## src/hdl/tcsc_pkg.sv

```systemverilog
// Constants and types for trigger clock and sync reference configuration
package tcsc_pkg;

    // ------------------------------------------------------------------
    // Register offsets
    // ------------------------------------------------------------------
    localparam logic [9:0] TCSC_OFS_DUAL_CLK = 10'h048;
    localparam logic [9:0] TCSC_OFS_TRIG_DIV = 10'h050;
    localparam logic [9:0] TCSC_OFS_TRIG_OUT = 10'h051;
    localparam logic [9:0] TCSC_OFS_SYNC_CTRL = 10'h080;
    localparam logic [9:0] TCSC_OFS_SAMPLED_IN = 10'h03c;

    // ------------------------------------------------------------------
    // Reset values and writable masks
    // ------------------------------------------------------------------
    localparam logic [7:0] TCSC_RST_DUAL_CLK = 8'h00;
    localparam logic [7:0] TCSC_RST_TRIG_DIV = 8'h00;
    localparam logic [7:0] TCSC_RST_TRIG_OUT = 8'h00;
    localparam logic [15:0] TCSC_RST_SYNC_CTRL = 16'h2000;
    localparam logic [15:0] TCSC_MASK_SYNC_CTRL = 16'he11f;

    // ------------------------------------------------------------------
    // Field positions
    // ------------------------------------------------------------------
    localparam int TCSC_BIT_DUAL_SEL = 0;
    localparam int TCSC_BIT_PIN_DRIVE = 0;
    localparam int TCSC_DIV_MSB = 6;
    localparam int TCSC_BIT_PROC_EN = 15;
    localparam int TCSC_BIT_RECV_SLEEP = 13;
    localparam int TCSC_BIT_BANK_IN = 4;

    // ------------------------------------------------------------------
    // Divider constants
    // ------------------------------------------------------------------
    localparam int TCSC_PRE_DIV = 8;
    localparam int TCSC_HALF_W = 11;

    typedef enum logic [0:0] {
        TCSC_HOLD_FIRST = 1'b0,
        TCSC_HOLD_SECOND = 1'b1
    } tcsc_hold_t;

endpackage

```

## src/hdl/tcsc_cfg_if.sv

```systemverilog
// Configuration and trigger carrier between the block's own modules
`timescale 1ns/1ps
interface tcsc_cfg_if;
    logic dual_sel;
    logic [6:0] div_val;
    logic run;
    logic dp_run;
    logic trig_level;
    logic trig_rise;

    modport ctl (output dual_sel, output div_val, output run, output dp_run,
                 input trig_level, input trig_rise);
    modport gen (input dual_sel, input div_val, input run,
                 output trig_level, output trig_rise);
    modport hold (input dual_sel, input dp_run);
endinterface

```

## src/hdl/tcsc_trig_div.sv

```systemverilog
// Trigger clock divider running on the device clock
`timescale 1ns/1ps
module tcsc_trig_div
    import tcsc_pkg::*;
(
    // Clock and reset
    input wire logic clk,
    input wire logic rst,
    input wire logic ce,
    // Configuration and trigger
    tcsc_cfg_if.gen cfg
);

    logic [TCSC_HALF_W-1:0] cnt_ff;
    logic [TCSC_HALF_W-1:0] nxt_cnt;
    logic level_ff;
    logic rise_ff;
    wire [TCSC_HALF_W-1:0] half_len;
    wire at_end;

    // ------------------------------------------------------------------
    // Half period = 4 * (1 + dual) * (1 + div) device clocks
    // ------------------------------------------------------------------
    assign half_len = TCSC_HALF_W'((TCSC_PRE_DIV / 2)
                      * (32'(cfg.dual_sel) + 32'd1)
                      * (32'(cfg.div_val) + 32'd1));
    assign at_end = (cnt_ff == TCSC_HALF_W'(1)) || (cnt_ff == '0);
    assign nxt_cnt = at_end ? half_len : cnt_ff - TCSC_HALF_W'(1);

    always_ff @(posedge clk)
    begin
        if (ce && (rst || !cfg.run))
        begin
            cnt_ff <= '0;
            level_ff <= 1'b0;
            rise_ff <= 1'b0;
        end
        else if (ce)
        begin
            cnt_ff <= nxt_cnt;
            level_ff <= at_end ? ~level_ff : level_ff;
            rise_ff <= at_end && !level_ff;
        end
    end

    assign cfg.trig_level = level_ff;
    assign cfg.trig_rise = rise_ff;

endmodule // tcsc_trig_div

```

## src/hdl/tcsc_hold.sv

```systemverilog
// Sample hold stage for one or two converter clocks per sample
`timescale 1ns/1ps
module tcsc_hold
    import tcsc_pkg::*;
#(
    parameter int W = 12
)
(
    // Clock and reset
    input wire logic clk,
    input wire logic rst,
    input wire logic ce,
    // Mode
    tcsc_cfg_if.hold cfg,
    // Samples
    input wire logic [W-1:0] din,
    output logic [W-1:0] dout
);

    tcsc_hold_t phase_ff;
    logic [W-1:0] q_ff;
    wire load;

    // Two-clock hold takes a new sample only on the first phase
    assign load = !cfg.dual_sel || (phase_ff == TCSC_HOLD_FIRST);

    always_ff @(posedge clk)
    begin
        if (ce && (rst || !cfg.dp_run))
        begin
            phase_ff <= TCSC_HOLD_FIRST;
            q_ff <= '0;
        end
        else if (ce)
        begin
            phase_ff <= (cfg.dual_sel && phase_ff == TCSC_HOLD_FIRST)
                        ? TCSC_HOLD_SECOND : TCSC_HOLD_FIRST;
            q_ff <= load ? din : q_ff;
        end
    end

    assign dout = q_ff;

endmodule // tcsc_hold

```

## src/hdl/tcsc_top.sv

```systemverilog
// Top of trigger clock, sample hold and sync reference configuration
//
// Implementation choice: strobed register access.
`timescale 1ns/1ps
// How it works
// - Dual select 0 holds each sample one clock, 1 holds it two clocks.
// - Trigger clock is device clock over 8, over 1+dual, over 1+divide.
// - Pin low when drive bit 0; else trigger clock while oscillator runs.
// - Processor enable passes sync edges to logic; clear blocks them.
// - Tone and bank select sampled on trigger rise; frozen when clock stops.
module tcsc_top
    import tcsc_pkg::*;
#(
    parameter int SAMPLE_W = 12,
    parameter int TONE_W = 4
)
(
    // Clock, reset, clock enable
    input wire logic clk,
    input wire logic rst,
    input wire logic ce,
    // Register port
    input wire logic [9:0] reg_addr,
    input wire logic [15:0] reg_wdata,
    input wire logic reg_wr,
    input wire logic reg_rd,
    output logic [15:0] reg_rdata,
    // Run controls from elsewhere in the device
    input wire logic datapath_run,
    input wire logic osc_run,
    // Sample path
    input wire logic [SAMPLE_W-1:0] sample_in,
    output logic [SAMPLE_W-1:0] sample_out,
    // Trigger clock pin
    output logic trig_clk_pin,
    // Tone select inputs and their sampled values
    input wire logic [TONE_W-1:0] tone_sel_in,
    input wire logic bank_sel_in,
    output logic [TONE_W-1:0] tone_sel_q,
    output logic bank_sel_q,
    // Sync reference
    input wire logic sync_ref_in,
    output logic sync_ref_edge,
    output logic sync_ref_receiver_sleep
);

    // ------------------------------------------------------------------
    // Configuration registers
    // ------------------------------------------------------------------
    logic [7:0] dual_clock_mode_select_ff;
    logic [7:0] trigger_clock_divider_ff;
    logic [7:0] trigger_output_control_ff;
    logic [15:0] sync_reference_control_ff;
    logic [15:0] rdata_ff;
    logic [TONE_W-1:0] tone_sel_q_ff;
    logic bank_sel_q_ff;

    wire rst_go;
    wire wr_go;
    wire wr_dual;
    wire wr_div;
    wire wr_out;
    wire wr_sync;
    wire hit_dual;
    wire hit_div;
    wire hit_out;
    wire hit_sync;
    wire hit_sampled;
    wire [15:0] sync_wr_val;
    wire [7:0] sampled_val;
    wire [15:0] rd_mux;

    assign hit_dual = (reg_addr == TCSC_OFS_DUAL_CLK);
    assign hit_div = (reg_addr == TCSC_OFS_TRIG_DIV);
    assign hit_out = (reg_addr == TCSC_OFS_TRIG_OUT);
    assign hit_sync = (reg_addr == TCSC_OFS_SYNC_CTRL);
    assign hit_sampled = (reg_addr == TCSC_OFS_SAMPLED_IN);

    // Reset also waits for the enable, so a frozen block stays frozen
    assign rst_go = ce && rst;
    assign wr_go = ce && reg_wr;

    assign wr_dual = wr_go && hit_dual;
    assign wr_div = wr_go && hit_div;
    assign wr_out = wr_go && hit_out;
    assign wr_sync = wr_go && hit_sync;

    // Read-only bits of the sync control word keep their value
    assign sync_wr_val = (reg_wdata & TCSC_MASK_SYNC_CTRL)
                         | (sync_reference_control_ff
                            & ~TCSC_MASK_SYNC_CTRL);

    always_ff @(posedge clk)
    begin
        if (rst_go)
        begin
            dual_clock_mode_select_ff <= TCSC_RST_DUAL_CLK;
        end
        else if (wr_dual)
        begin
            dual_clock_mode_select_ff <= reg_wdata[7:0];
        end
    end

    always_ff @(posedge clk)
    begin
        if (rst_go)
        begin
            trigger_clock_divider_ff <= TCSC_RST_TRIG_DIV;
        end
        else if (wr_div)
        begin
            trigger_clock_divider_ff <= reg_wdata[7:0];
        end
    end

    always_ff @(posedge clk)
    begin
        if (rst_go)
        begin
            trigger_output_control_ff <= TCSC_RST_TRIG_OUT;
        end
        else if (wr_out)
        begin
            trigger_output_control_ff <= reg_wdata[7:0];
        end
    end

    always_ff @(posedge clk)
    begin
        if (rst_go)
        begin
            sync_reference_control_ff <= TCSC_RST_SYNC_CTRL;
        end
        else if (wr_sync)
        begin
            sync_reference_control_ff <= sync_wr_val;
        end
    end

    // ------------------------------------------------------------------
    // Read path, data valid only in the cycle after the strobe
    // ------------------------------------------------------------------
    assign sampled_val = {3'h0, bank_sel_q_ff, tone_sel_q_ff};

    assign rd_mux = hit_dual ? {8'h00, dual_clock_mode_select_ff}
                  : hit_div ? {8'h00, trigger_clock_divider_ff}
                  : hit_out ? {8'h00, trigger_output_control_ff}
                  : hit_sync ? sync_reference_control_ff
                  : hit_sampled ? {8'h00, sampled_val}
                  : 16'h0000;

    always_ff @(posedge clk)
    begin
        if (rst_go)
        begin
            rdata_ff <= 16'h0000;
        end
        else if (ce)
        begin
            rdata_ff <= reg_rd ? rd_mux : 16'h0000;
        end
    end

    assign reg_rdata = rdata_ff;

    // ------------------------------------------------------------------
    // Shared configuration to the divider and the hold stage
    // ------------------------------------------------------------------
    tcsc_cfg_if cfg_bus ();

    wire dual_sel;
    wire [6:0] trig_div_val;
    wire pin_drive;

    assign dual_sel = dual_clock_mode_select_ff[TCSC_BIT_DUAL_SEL];
    assign trig_div_val = trigger_clock_divider_ff[TCSC_DIV_MSB:0];
    assign pin_drive = trigger_output_control_ff[TCSC_BIT_PIN_DRIVE];

    // Config is taken live; the host only changes it while stopped
    assign cfg_bus.dual_sel = dual_sel;
    assign cfg_bus.div_val = trig_div_val;
    assign cfg_bus.run = osc_run;
    assign cfg_bus.dp_run = datapath_run;

    // ------------------------------------------------------------------
    // Trigger clock generation and sample hold
    // ------------------------------------------------------------------
    tcsc_trig_div u_trig_div (
        .clk (clk),
        .rst (rst),
        .ce (ce),
        .cfg (cfg_bus.gen)
    );

    tcsc_hold #(
        .W (SAMPLE_W)
    ) u_hold (
        .clk (clk),
        .rst (rst),
        .ce (ce),
        .cfg (cfg_bus.hold),
        .din (sample_in),
        .dout (sample_out)
    );

    // ------------------------------------------------------------------
    // Trigger pin drive
    // ------------------------------------------------------------------
    logic trig_pin_ff;
    wire nxt_trig_pin;

    assign nxt_trig_pin = pin_drive && osc_run && cfg_bus.trig_level;

    always_ff @(posedge clk)
    begin
        if (rst_go)
        begin
            trig_pin_ff <= 1'b0;
        end
        else if (ce)
        begin
            trig_pin_ff <= nxt_trig_pin;
        end
    end

    assign trig_clk_pin = trig_pin_ff;

    // ------------------------------------------------------------------
    // Tone and bank select sampling on trigger rise
    // ------------------------------------------------------------------
    always_ff @(posedge clk)
    begin
        if (rst_go)
        begin
            tone_sel_q_ff <= '0;
            bank_sel_q_ff <= 1'b0;
        end
        else if (ce && cfg_bus.trig_rise)
        begin
            tone_sel_q_ff <= tone_sel_in;
            bank_sel_q_ff <= bank_sel_in;
        end
    end

    assign tone_sel_q = tone_sel_q_ff;
    assign bank_sel_q = bank_sel_q_ff;

    // ------------------------------------------------------------------
    // Sync reference edge gating
    // ------------------------------------------------------------------
    logic sync_prev_ff;
    logic sync_edge_ff;
    logic recv_sleep_ff;
    wire proc_en;
    wire nxt_sync_edge;

    assign proc_en = sync_reference_control_ff[TCSC_BIT_PROC_EN];
    // Receiver must already be awake when processing is enabled
    assign nxt_sync_edge = proc_en && sync_ref_in && !sync_prev_ff;

    always_ff @(posedge clk)
    begin
        if (rst_go)
        begin
            sync_prev_ff <= 1'b0;
        end
        else if (ce)
        begin
            sync_prev_ff <= sync_ref_in;
        end
    end

    always_ff @(posedge clk)
    begin
        if (rst_go)
        begin
            sync_edge_ff <= 1'b0;
        end
        else if (ce)
        begin
            sync_edge_ff <= nxt_sync_edge;
        end
    end

    always_ff @(posedge clk)
    begin
        if (rst_go)
        begin
            recv_sleep_ff <= TCSC_RST_SYNC_CTRL[TCSC_BIT_RECV_SLEEP];
        end
        else if (ce)
        begin
            recv_sleep_ff <= sync_reference_control_ff[TCSC_BIT_RECV_SLEEP];
        end
    end

    assign sync_ref_edge = sync_edge_ff;
    assign sync_ref_receiver_sleep = recv_sleep_ff;

endmodule // tcsc_top

```

## config.mk

```make
export PLATFORM = sky130hd
export DESIGN_NAME = tcsc_top
export DESIGN_NICKNAME = d
export VERILOG_FILES = /design/src/hdl/tcsc_pkg.sv /design/src/hdl/tcsc_cfg_if.sv /design/src/hdl/tcsc_trig_div.sv /design/src/hdl/tcsc_hold.sv /design/src/hdl/tcsc_top.sv
export SDC_FILE = /design/constraint.sdc
export NUM_CORES = 1
export LEC_CHECK = 0
export ABC_AREA = 1
export BUFFER_PORTS_ARGS = -buffer_cell sky130_fd_sc_hd__buf_2
export CORE_ASPECT_RATIO = 1.1
export CORE_MARGIN = 2
export CORE_UTILIZATION = 53
export CTS_BUF_LIST = sky130_fd_sc_hd__clkbuf_16
export DETAILED_ROUTE_END_ITERATION = 10
export MAX_ROUTING_LAYER = met4
export PLACE_DENSITY_LB_ADDON = 0.08
export SKIP_CTS_REPAIR_TIMING = 1
export SYNTH_ARGS = -nofsm -noshare
export SYNTH_HDL_FRONTEND = slang
export SYNTH_SLANG_ARGS = --single-unit
```

## constraint.sdc

```tcl
create_clock -name clk -period 4.01 [get_ports clk]
set_clock_uncertainty 0.1 [all_clocks]
set_input_delay 0.2005 -clock clk [delete_from_list [all_inputs] [get_ports clk]]
set_output_delay 0.2005 -clock clk [all_outputs]
set_load 0.02 [all_outputs]
```

==> results of run 1 <==
area by class of cell:
cell class | count | area share
Inverter | 66 | 0.05120
Sequential cell | 81 | 0.3334
Tap cell | 105 | 0.02701
Clock inverter | 7 | 0.01595
Clock buffer | 9 | 0.04631
Timing Repair Buffer | 86 | 0.09210
Multi-Input combinational cell | 412 | 0.4340
worst max-delay path: cells and delay by family, from the launching register on:
family,cells,cell delay [ns]
flops,1,0.53
buf+inv,1,0.06
compound gates,1,0.12
simple gates,8,0.79
fa+ha+maj,2,0.54
where the power goes:
part / leakage [uW] / switching, uW / internal (uW) / total [uW]
registers: 0.000658 / 50.0 / 860 / 910
clock network: 0.000142 / 354 / 489 / 844
logic: 0.00145 / 257 / 152 / 409
cell families after synthesis:
family                     Yosys count
adders and majority gates            5
buffers and inverters               92
DFF                                 81
xor gates and xnor gates             2
and+or+nand+nor                    257
AOI/OAI and AO/OA                  148
worst max-delay path by stage:
stage / to / slack (ns) / cells past startpoint / startpoint
detailed placement: u_trig_div.cnt_ff[9] / 1.83 / 10 / dual_clock_mode_select_ff[0]
floorplan: u_trig_div.cnt_ff[9] / 2.22 / 12 / trigger_clock_divider_ff[1]
CTS: u_trig_div.cnt_ff[9] / 1.83 / 10 / dual_clock_mode_select_ff[0]
global route: u_trig_div.cnt_ff[9] / 1.58 / 12 / trigger_clock_divider_ff[0]
global placement: u_trig_div.cnt_ff[9] / 1.87 / 10 / dual_clock_mode_select_ff[0]
finish: u_trig_div.cnt_ff[9] / 1.83 / 12 / trigger_clock_divider_ff[0]
synth_stat cells (4+ instances only):
master / count / share of area
nand3_2: 6 / 0.015
nor2_1: 40 / 0.036
o21ai_1: 13 / 0.016
o21a_1: 5 / 0.0091
inv_1: 54 / 0.049
nand2_2: 5 / 0.0076
a21oi_1: 55 / 0.067
nand4_1: 8 / 0.012
nor3_1: 7 / 0.0085
inv_2: 9 / 0.0082
clkbuf_1: 8 / 0.0073
o21ai_0: 60 / 0.073
buf_4: 10 / 0.018
nor2_2: 6 / 0.0091
nand2_1: 126 / 0.11
nor2_4: 5 / 0.014
dfxtp_1: 81 / 0.39
o31ai_1: 6 / 0.011
ha_1: 5 / 0.015
nand3_1: 45 / 0.054
buf_2: 4 / 0.0048
through the flow:
stage | total power (uW) | area [um^2] | setup slack, ns | cells | util
2_1_floorplan | 1226 | 4136 | 2.220 | 585 | -
3_3_place_gp | 1318 | 4531 | 1.868 | 747 | 0.6029
3_5_place_dp | 1333 | 4531 | 1.835 | 747 | 0.6029
4_1_cts | 2174 | 4833 | 1.830 | 763 | 0.6432
5_1_grt | 2273 | 4863 | 1.582 | 766 | 0.6472
6_report | 2162 | 4863 | 1.833 | 766 | 0.6472
flip-flops by register name, summed over array words and instances, names as in the netlist:
signal	flops
trigger_clock_divider_ff	8
sync_prev_ff	1
dual_clock_mode_select_ff	8
sync_ref_receiver_sleep	1
u_hold.phase_ff	1
sync_reference_control_ff	9
u_trig_div.cfg.trig_level	1
trigger_output_control_ff	8
u_trig_div.cnt_ff	11
trig_clk_pin	1
sync_ref_edge	1
u_hold.dout	12
tone_sel_q	4
u_trig_div.cfg.trig_rise	1
reg_rdata	13
bank_sel_q	1
layout by cell type, fill, tap and decap left out, types with 3 or more instances in the layout:
cell type,synthesis,layout
buf_2,4,82
inv_2,9,9
o21a_1,5,5
ha_1,5,5
dlygate4sd3_1,0,3
nor3_1,7,7
nor2_1,40,40
nand2_1,126,126
nand2_2,5,5
o21ai_0,60,60
nor2_4,5,5
inv_1,54,54
o21ai_1,13,13
clkinv_1,2,3
nand3_2,6,6
nand3_1,45,45
o31ai_1,6,6
nor2_2,6,6
a21oi_1,55,55
clkbuf_16,0,9
nand4_1,8,8
dfxtp_1,81,81
per-layer routing:
metal | up-vias | global-route usage | share of wire
li1 | 2080 | - | -
met1 | 1804 | 0.3219 | 0.47
met2 | 88 | 0.3788 | 0.48
met3 | 9 | 0.03925 | 0.038
met4 | 0 | 0.07343 | 0.011
met5 | - | - | 0
==> results.txt, run 1 <==
initial antenna violation count: 0
Filler cells: 690
Final Cycle Share: 0.5429
actual slew at the worst max-slew pin: 1.055 ns
Seq/Total Area, Yosys: 0.3920
max-slew violations: 0
TNS Setup: 0 ns
worst vdd ir: 0.0002961 V
Hold Crit Endpoint: u_hold.dout[1]
H-tree Lvls: 3
syn_nets: 641
mux cell area share after synthesis: 0
startpoint types: flip-flop
post-synthesis cell area: 4136 um^2
# clock sinks: 81
later-pin clock latency in the skew report: 0.34 ns
Synth Area in Compound Gates: 0.1933
drt total wl: 9.877 mm
post-synthesis cell count: 585
global route overflow: 0
worst-case reg-to-reg path depth: 12
critical path's slowest cell: dfxtp_1
RSZ-0062 raised after global routing: false
area growth from synthesis to layout: 17.57%
average cell area after synthesis: 7.071 um^2
CP most frequent cell: nand3_1
R2R Path Start: trigger_clock_divider_ff[0]
worst endpoint required time: 4.18 ns
Max Fclk: 0.4593 GHz
clock slew at reported path FFs: 0.07 ns
RePlAce Congestion: 0.8396
Hold Path Class: in -> reg
hold path startpoint: sample_in[1]
Port Buf Inserts: 82
Starting DRT DRC Count: 253
maximum net fanout on the critical path: 9
DRC errors left: 0
max_slew headroom: 0.2948
Pwr Density: 444.6 nW/um^2
Synth Area in Adders: 0.01512
Hold Vio Cnt, Final: 0
die span in y: 96.66 um
Core ar.: 7515 um^2
count of warnings emitted by yosys: 0
final net count: 712
footprint of the multi-input gates: 2111 um^2
IO Count: 87
Worst Setup End Kind: flip-flop
EDFF count, synth: 0
Tot GR Track Use: 0.2426
die area: 8528 um^2
CP Cell Sequence: ha_1, inv_1, nand2_1, nand3_1, nand2_1, ha_1, nand3_1, nor2_1, nand3_1, nand2_1, nand3_1, a21oi_1
number of routed nets with antenna violations: 0
CTS Buf Count: 9
CTS Buffer Depth: 2
Initial Util: 0.5504
status: finished clean
Yosys cell types: 40
Main synth FF type: dfxtp_1
area share of and/or/nand/nor cells after synthesis: 0.2976
largest net degree at the start of global routing: 40
CTS tree: yes
Synth async-reset ratio: 0
FF+latch area: 1622 um^2
Hold Path Cell Cnt: 3
row count: 33
Worst EP arrival: 2.35 ns
Die Width: 88.23 um
final setup fails: 0
Final Critical Period: 2.177 ns
leak pwr: 0.002252 uW
FF-to-FF setup slack: 1.83 ns
Critical R2R Capture: u_trig_div.cnt_ff[9]
CTS root buf: clkbuf_16
Synth Register Bits: 81
number of global-route vias before repair: 3536
Synth Area in XOR/XNOR: 0.004235
worst hold slack: 0.004075 ns
ANT cells: 0
first-pass GRT wire length: 16.35 mm
DP HPWL: 7.239 mm
crit-path max cell delay: 0.53 ns
max-cap violations: 0
drt pass-1 iters: 5
DR vias: 3981
Setup CP Type: reg -> reg
WL/cell: 12.89 um
largest family of logic cells by synthesized area: simple AND/OR/NAND/NOR gates
Vias/cell: 5.197
layout cells sized above 1: 0.2163
Note: power is estimated with default switching activity, not from simulation.
==> run 2: changes to the inputs <==
- CORE_UTILIZATION: 53 -> 49
- clock period: 4.01 -> 1.9 ns (I/O delays scaled with it)
==> run 2 against run 1 <==
  * The run now ends with negative hold slack left
  * Largest power group unchanged
  * Highest routed layer unchanged
  * Clock power grew 110%
  * Core utilization shrank 0.14 points
  * Cell count grew 6.9%
  * First-iteration DRC count shrank 39%
==> results.txt, run 2 (synthesis gave the netlist of run 1 again) <==
DRC errors left: 0 (unchanged)
Starting DRT DRC Count: 155 (-39%)
clock slew at reported path FFs: 0.06 ns (about the same)
maximum net fanout on the critical path: 7 (-2)
most frequent cells in the layout: nand2_1 (126), buf_2 (82), dfxtp_1 (79), o21ai_0 (59), a21oi_1 (55)
largest net degree at the start of global routing: 39 (-2.5%)
layout cells sized above 1: 0.2458 (+0.02942)
hold path startpoint: reg_wdata[1]
footprint of the multi-input gates: 2161 um^2 (+2.4%)
RePlAce Congestion: 0.8445 (+0.58%)
Tot GR Track Use: 0.2266 (-0.01600)
actual slew at the worst max-slew pin: 0.4816 ns (-0.5736 ns)
die span in y: 100.4 um (+3.8%)
R2R Path Start: u_trig_div.cnt_ff[0]
max FFs per register: 13 (unchanged)
drt total wl: 10.50 mm (+6.3%)
worst endpoint required time: 2.06 ns (-2.12 ns)
Filler cells: 770 (+12%)
CTS Buffer Depth: 2 (unchanged)
critical path's slowest cell: dfxtp_1
max_slew headroom: 0.6763 (+0.3814)
Max Fclk: 0.5460 GHz (+19%)
CTS root buf: clkbuf_16
WL/cell: 12.82 um (-0.60%)
DP HPWL: 7.515 mm (+3.8%)
status: finished with violations
# clock sinks: 81 (unchanged)
met1 Use GR: 0.2792 (-0.04270)
Setup CP Type: reg -> reg
CTS Buf Count: 9 (unchanged)
IO Count: 87 (unchanged)
Hold Crit Endpoint: sync_reference_control_ff[1]
FF+latch area: 1624 um^2 (+0.15%)
H-tree Lvls: 3 (unchanged)
most common cell after layout, fill and taps aside: nand2_1
RSZ-0062 raised after global routing: true
drt pass-1 iters: 4 (-1)
Port Buf Inserts: 82 (unchanged)
Hold Path Class: in -> reg
final net count: 759 (+6.6%)
pre-CTS WS: 0.02720 ns (-1.808 ns)
CP Cell Sequence: inv_1, ha_1, nor2_1, nor3_1, nand3_2, buf_4, a21oi_2, o21ai_0, a21oi_1
global route overflow: 0 (unchanged)
Worst EP arrival: 1.99 ns (-0.36 ns)
final setup fails: 0 (unchanged)
later-pin clock latency in the skew report: 0.33 ns (about the same)
GRT busiest layer: met2
initial antenna violation count: 0 (unchanged)
number of routed nets with antenna violations: 0 (unchanged)
GRT met2 Usage: 0.3739 (-0.004963)
row count: 35 (+6.1%)
max-slew violations: 0 (unchanged)
Critical R2R Capture: u_trig_div.cnt_ff[5]
Pwr Density: 871.7 nW/um^2 (+96%)
Hold Vio Cnt, Final: 4 (+4)
max-cap violations: 0 (unchanged)
Worst Setup End Kind: flip-flop
Initial Util: 0.4998 (-0.05068)
Final Critical Period: 1.832 ns (-0.3456 ns)
startpoint types: flip-flop
GR met3 Demand/Resource: 0.04279 (+0.003544)
first-pass GRT wire length: 16.44 mm (+0.54%)
worst-case reg-to-reg path depth: 9 (-3)
failing checks: negative hold slack
area growth from synthesis to layout: 29.22%
DR vias: 4151 (+4.3%)
leak pwr: 0.002468 uW (+9.6%)
design area: 5345 um^2 (+9.9%)
ANT cells: 0 (unchanged)
worst hold slack: -0.03968 ns (-0.04375 ns)
Vias/cell: 5.068 (-2.5%)
CTS tree: yes
Final Cycle Share: 0.9640 (+0.4211)
die area: 9194 um^2 (+7.8%)
Die Width: 91.61 um (+3.8%)
setup ws final: 0.06840 ns (-1.764 ns)
crit-path max cell delay: 0.35 ns (-0.18 ns)
DP Area: 4666 um^2 (+3.0%)
Hold Path Cell Cnt: 3 (unchanged)
number of global-route vias before repair: 3627 (+2.6%)
FF-to-FF setup slack: 0.07 ns (-1.76 ns)
Core ar.: 8277 um^2 (+10%)
worst vdd ir: 0.0004652 V (+57%)
## run 2: changes by cell type in the layout (fill, tap and decap cells not counted), moves of 2 or more
| cell | delta |
|---|---|
| dlygate4sd3_1 | +27 |
| buf_4 | +19 |
| ha_1 | -3 |
| clkinv_2 | +2 |
| clkinvlp_4 | -2 |
| dfxtp_1 | -2 |
| dfxtp_2 | +2 |
| ha_4 | +2 |
| nor2_1 | -2 |
| nor2_2 | +2 |
## run 2: layout make-up
type,instances,area share
sequential,81,0.3038
inverter,66,0.04658
clock buffer,9,0.04213
clock inverter,7,0.01404
multi-input combinational,412,0.4043
timing repair buffer,133,0.1632
tap,111,0.02598
## run 2: worst max-delay path, delay by kind of cell, from the launching register on
kind,cells,cell delay (ns)
compound gates,3,0.35
fa+ha+maj,1,0.17
buf+inv,2,0.30
flops,1,0.35
simple gates,3,0.49
## run 2: per-stage QoR
step	instances	power (uW)	hold slack [ns]	util	setup TNS (ns)
2_1_floorplan	585	2586	0.1171	-	0
3_3_place_gp	770	2827	0.2174	0.5637	0
3_5_place_dp	770	2855	0.2277	0.5637	0
4_1_cts	786	4604	-0.1291	0.6000	0
5_1_grt	819	4890	0.007552	0.6458	-0.06577
6_report	819	4659	-0.03968	0.6458	0
## run 2: power by group
group          total, uW  switching (uW)  internal (uW)
logic                981             579            402
registers           1920             108           1810
clock network       1760             727           1030
total               4660            1410           3250
## run 2: worst max path at each step
| stage | end | startpoint |
|---|---|---|
| after global placement | u_trig_div.cnt_ff[9] | trigger_clock_divider_ff[0] |
| after CTS | u_trig_div.cnt_ff[9] | trigger_clock_divider_ff[0] |
| after detailed placement | u_trig_div.cnt_ff[9] | trigger_clock_divider_ff[0] |
| after global routing | u_trig_div.cnt_ff[5] | u_trig_div.cnt_ff[0] |
| after floorplan | u_trig_div.cnt_ff[9] | trigger_clock_divider_ff[1] |
| final | u_trig_div.cnt_ff[5] | u_trig_div.cnt_ff[0] |
## run 2: routing by layer
metal | vias to the layer above | share of wire
met1 | 1869 | 0.45
met3 | 19 | 0.040
met4 | 0 | 0.020
met2 | 95 | 0.49
met5 | - | 0
li1 | 2168 | -
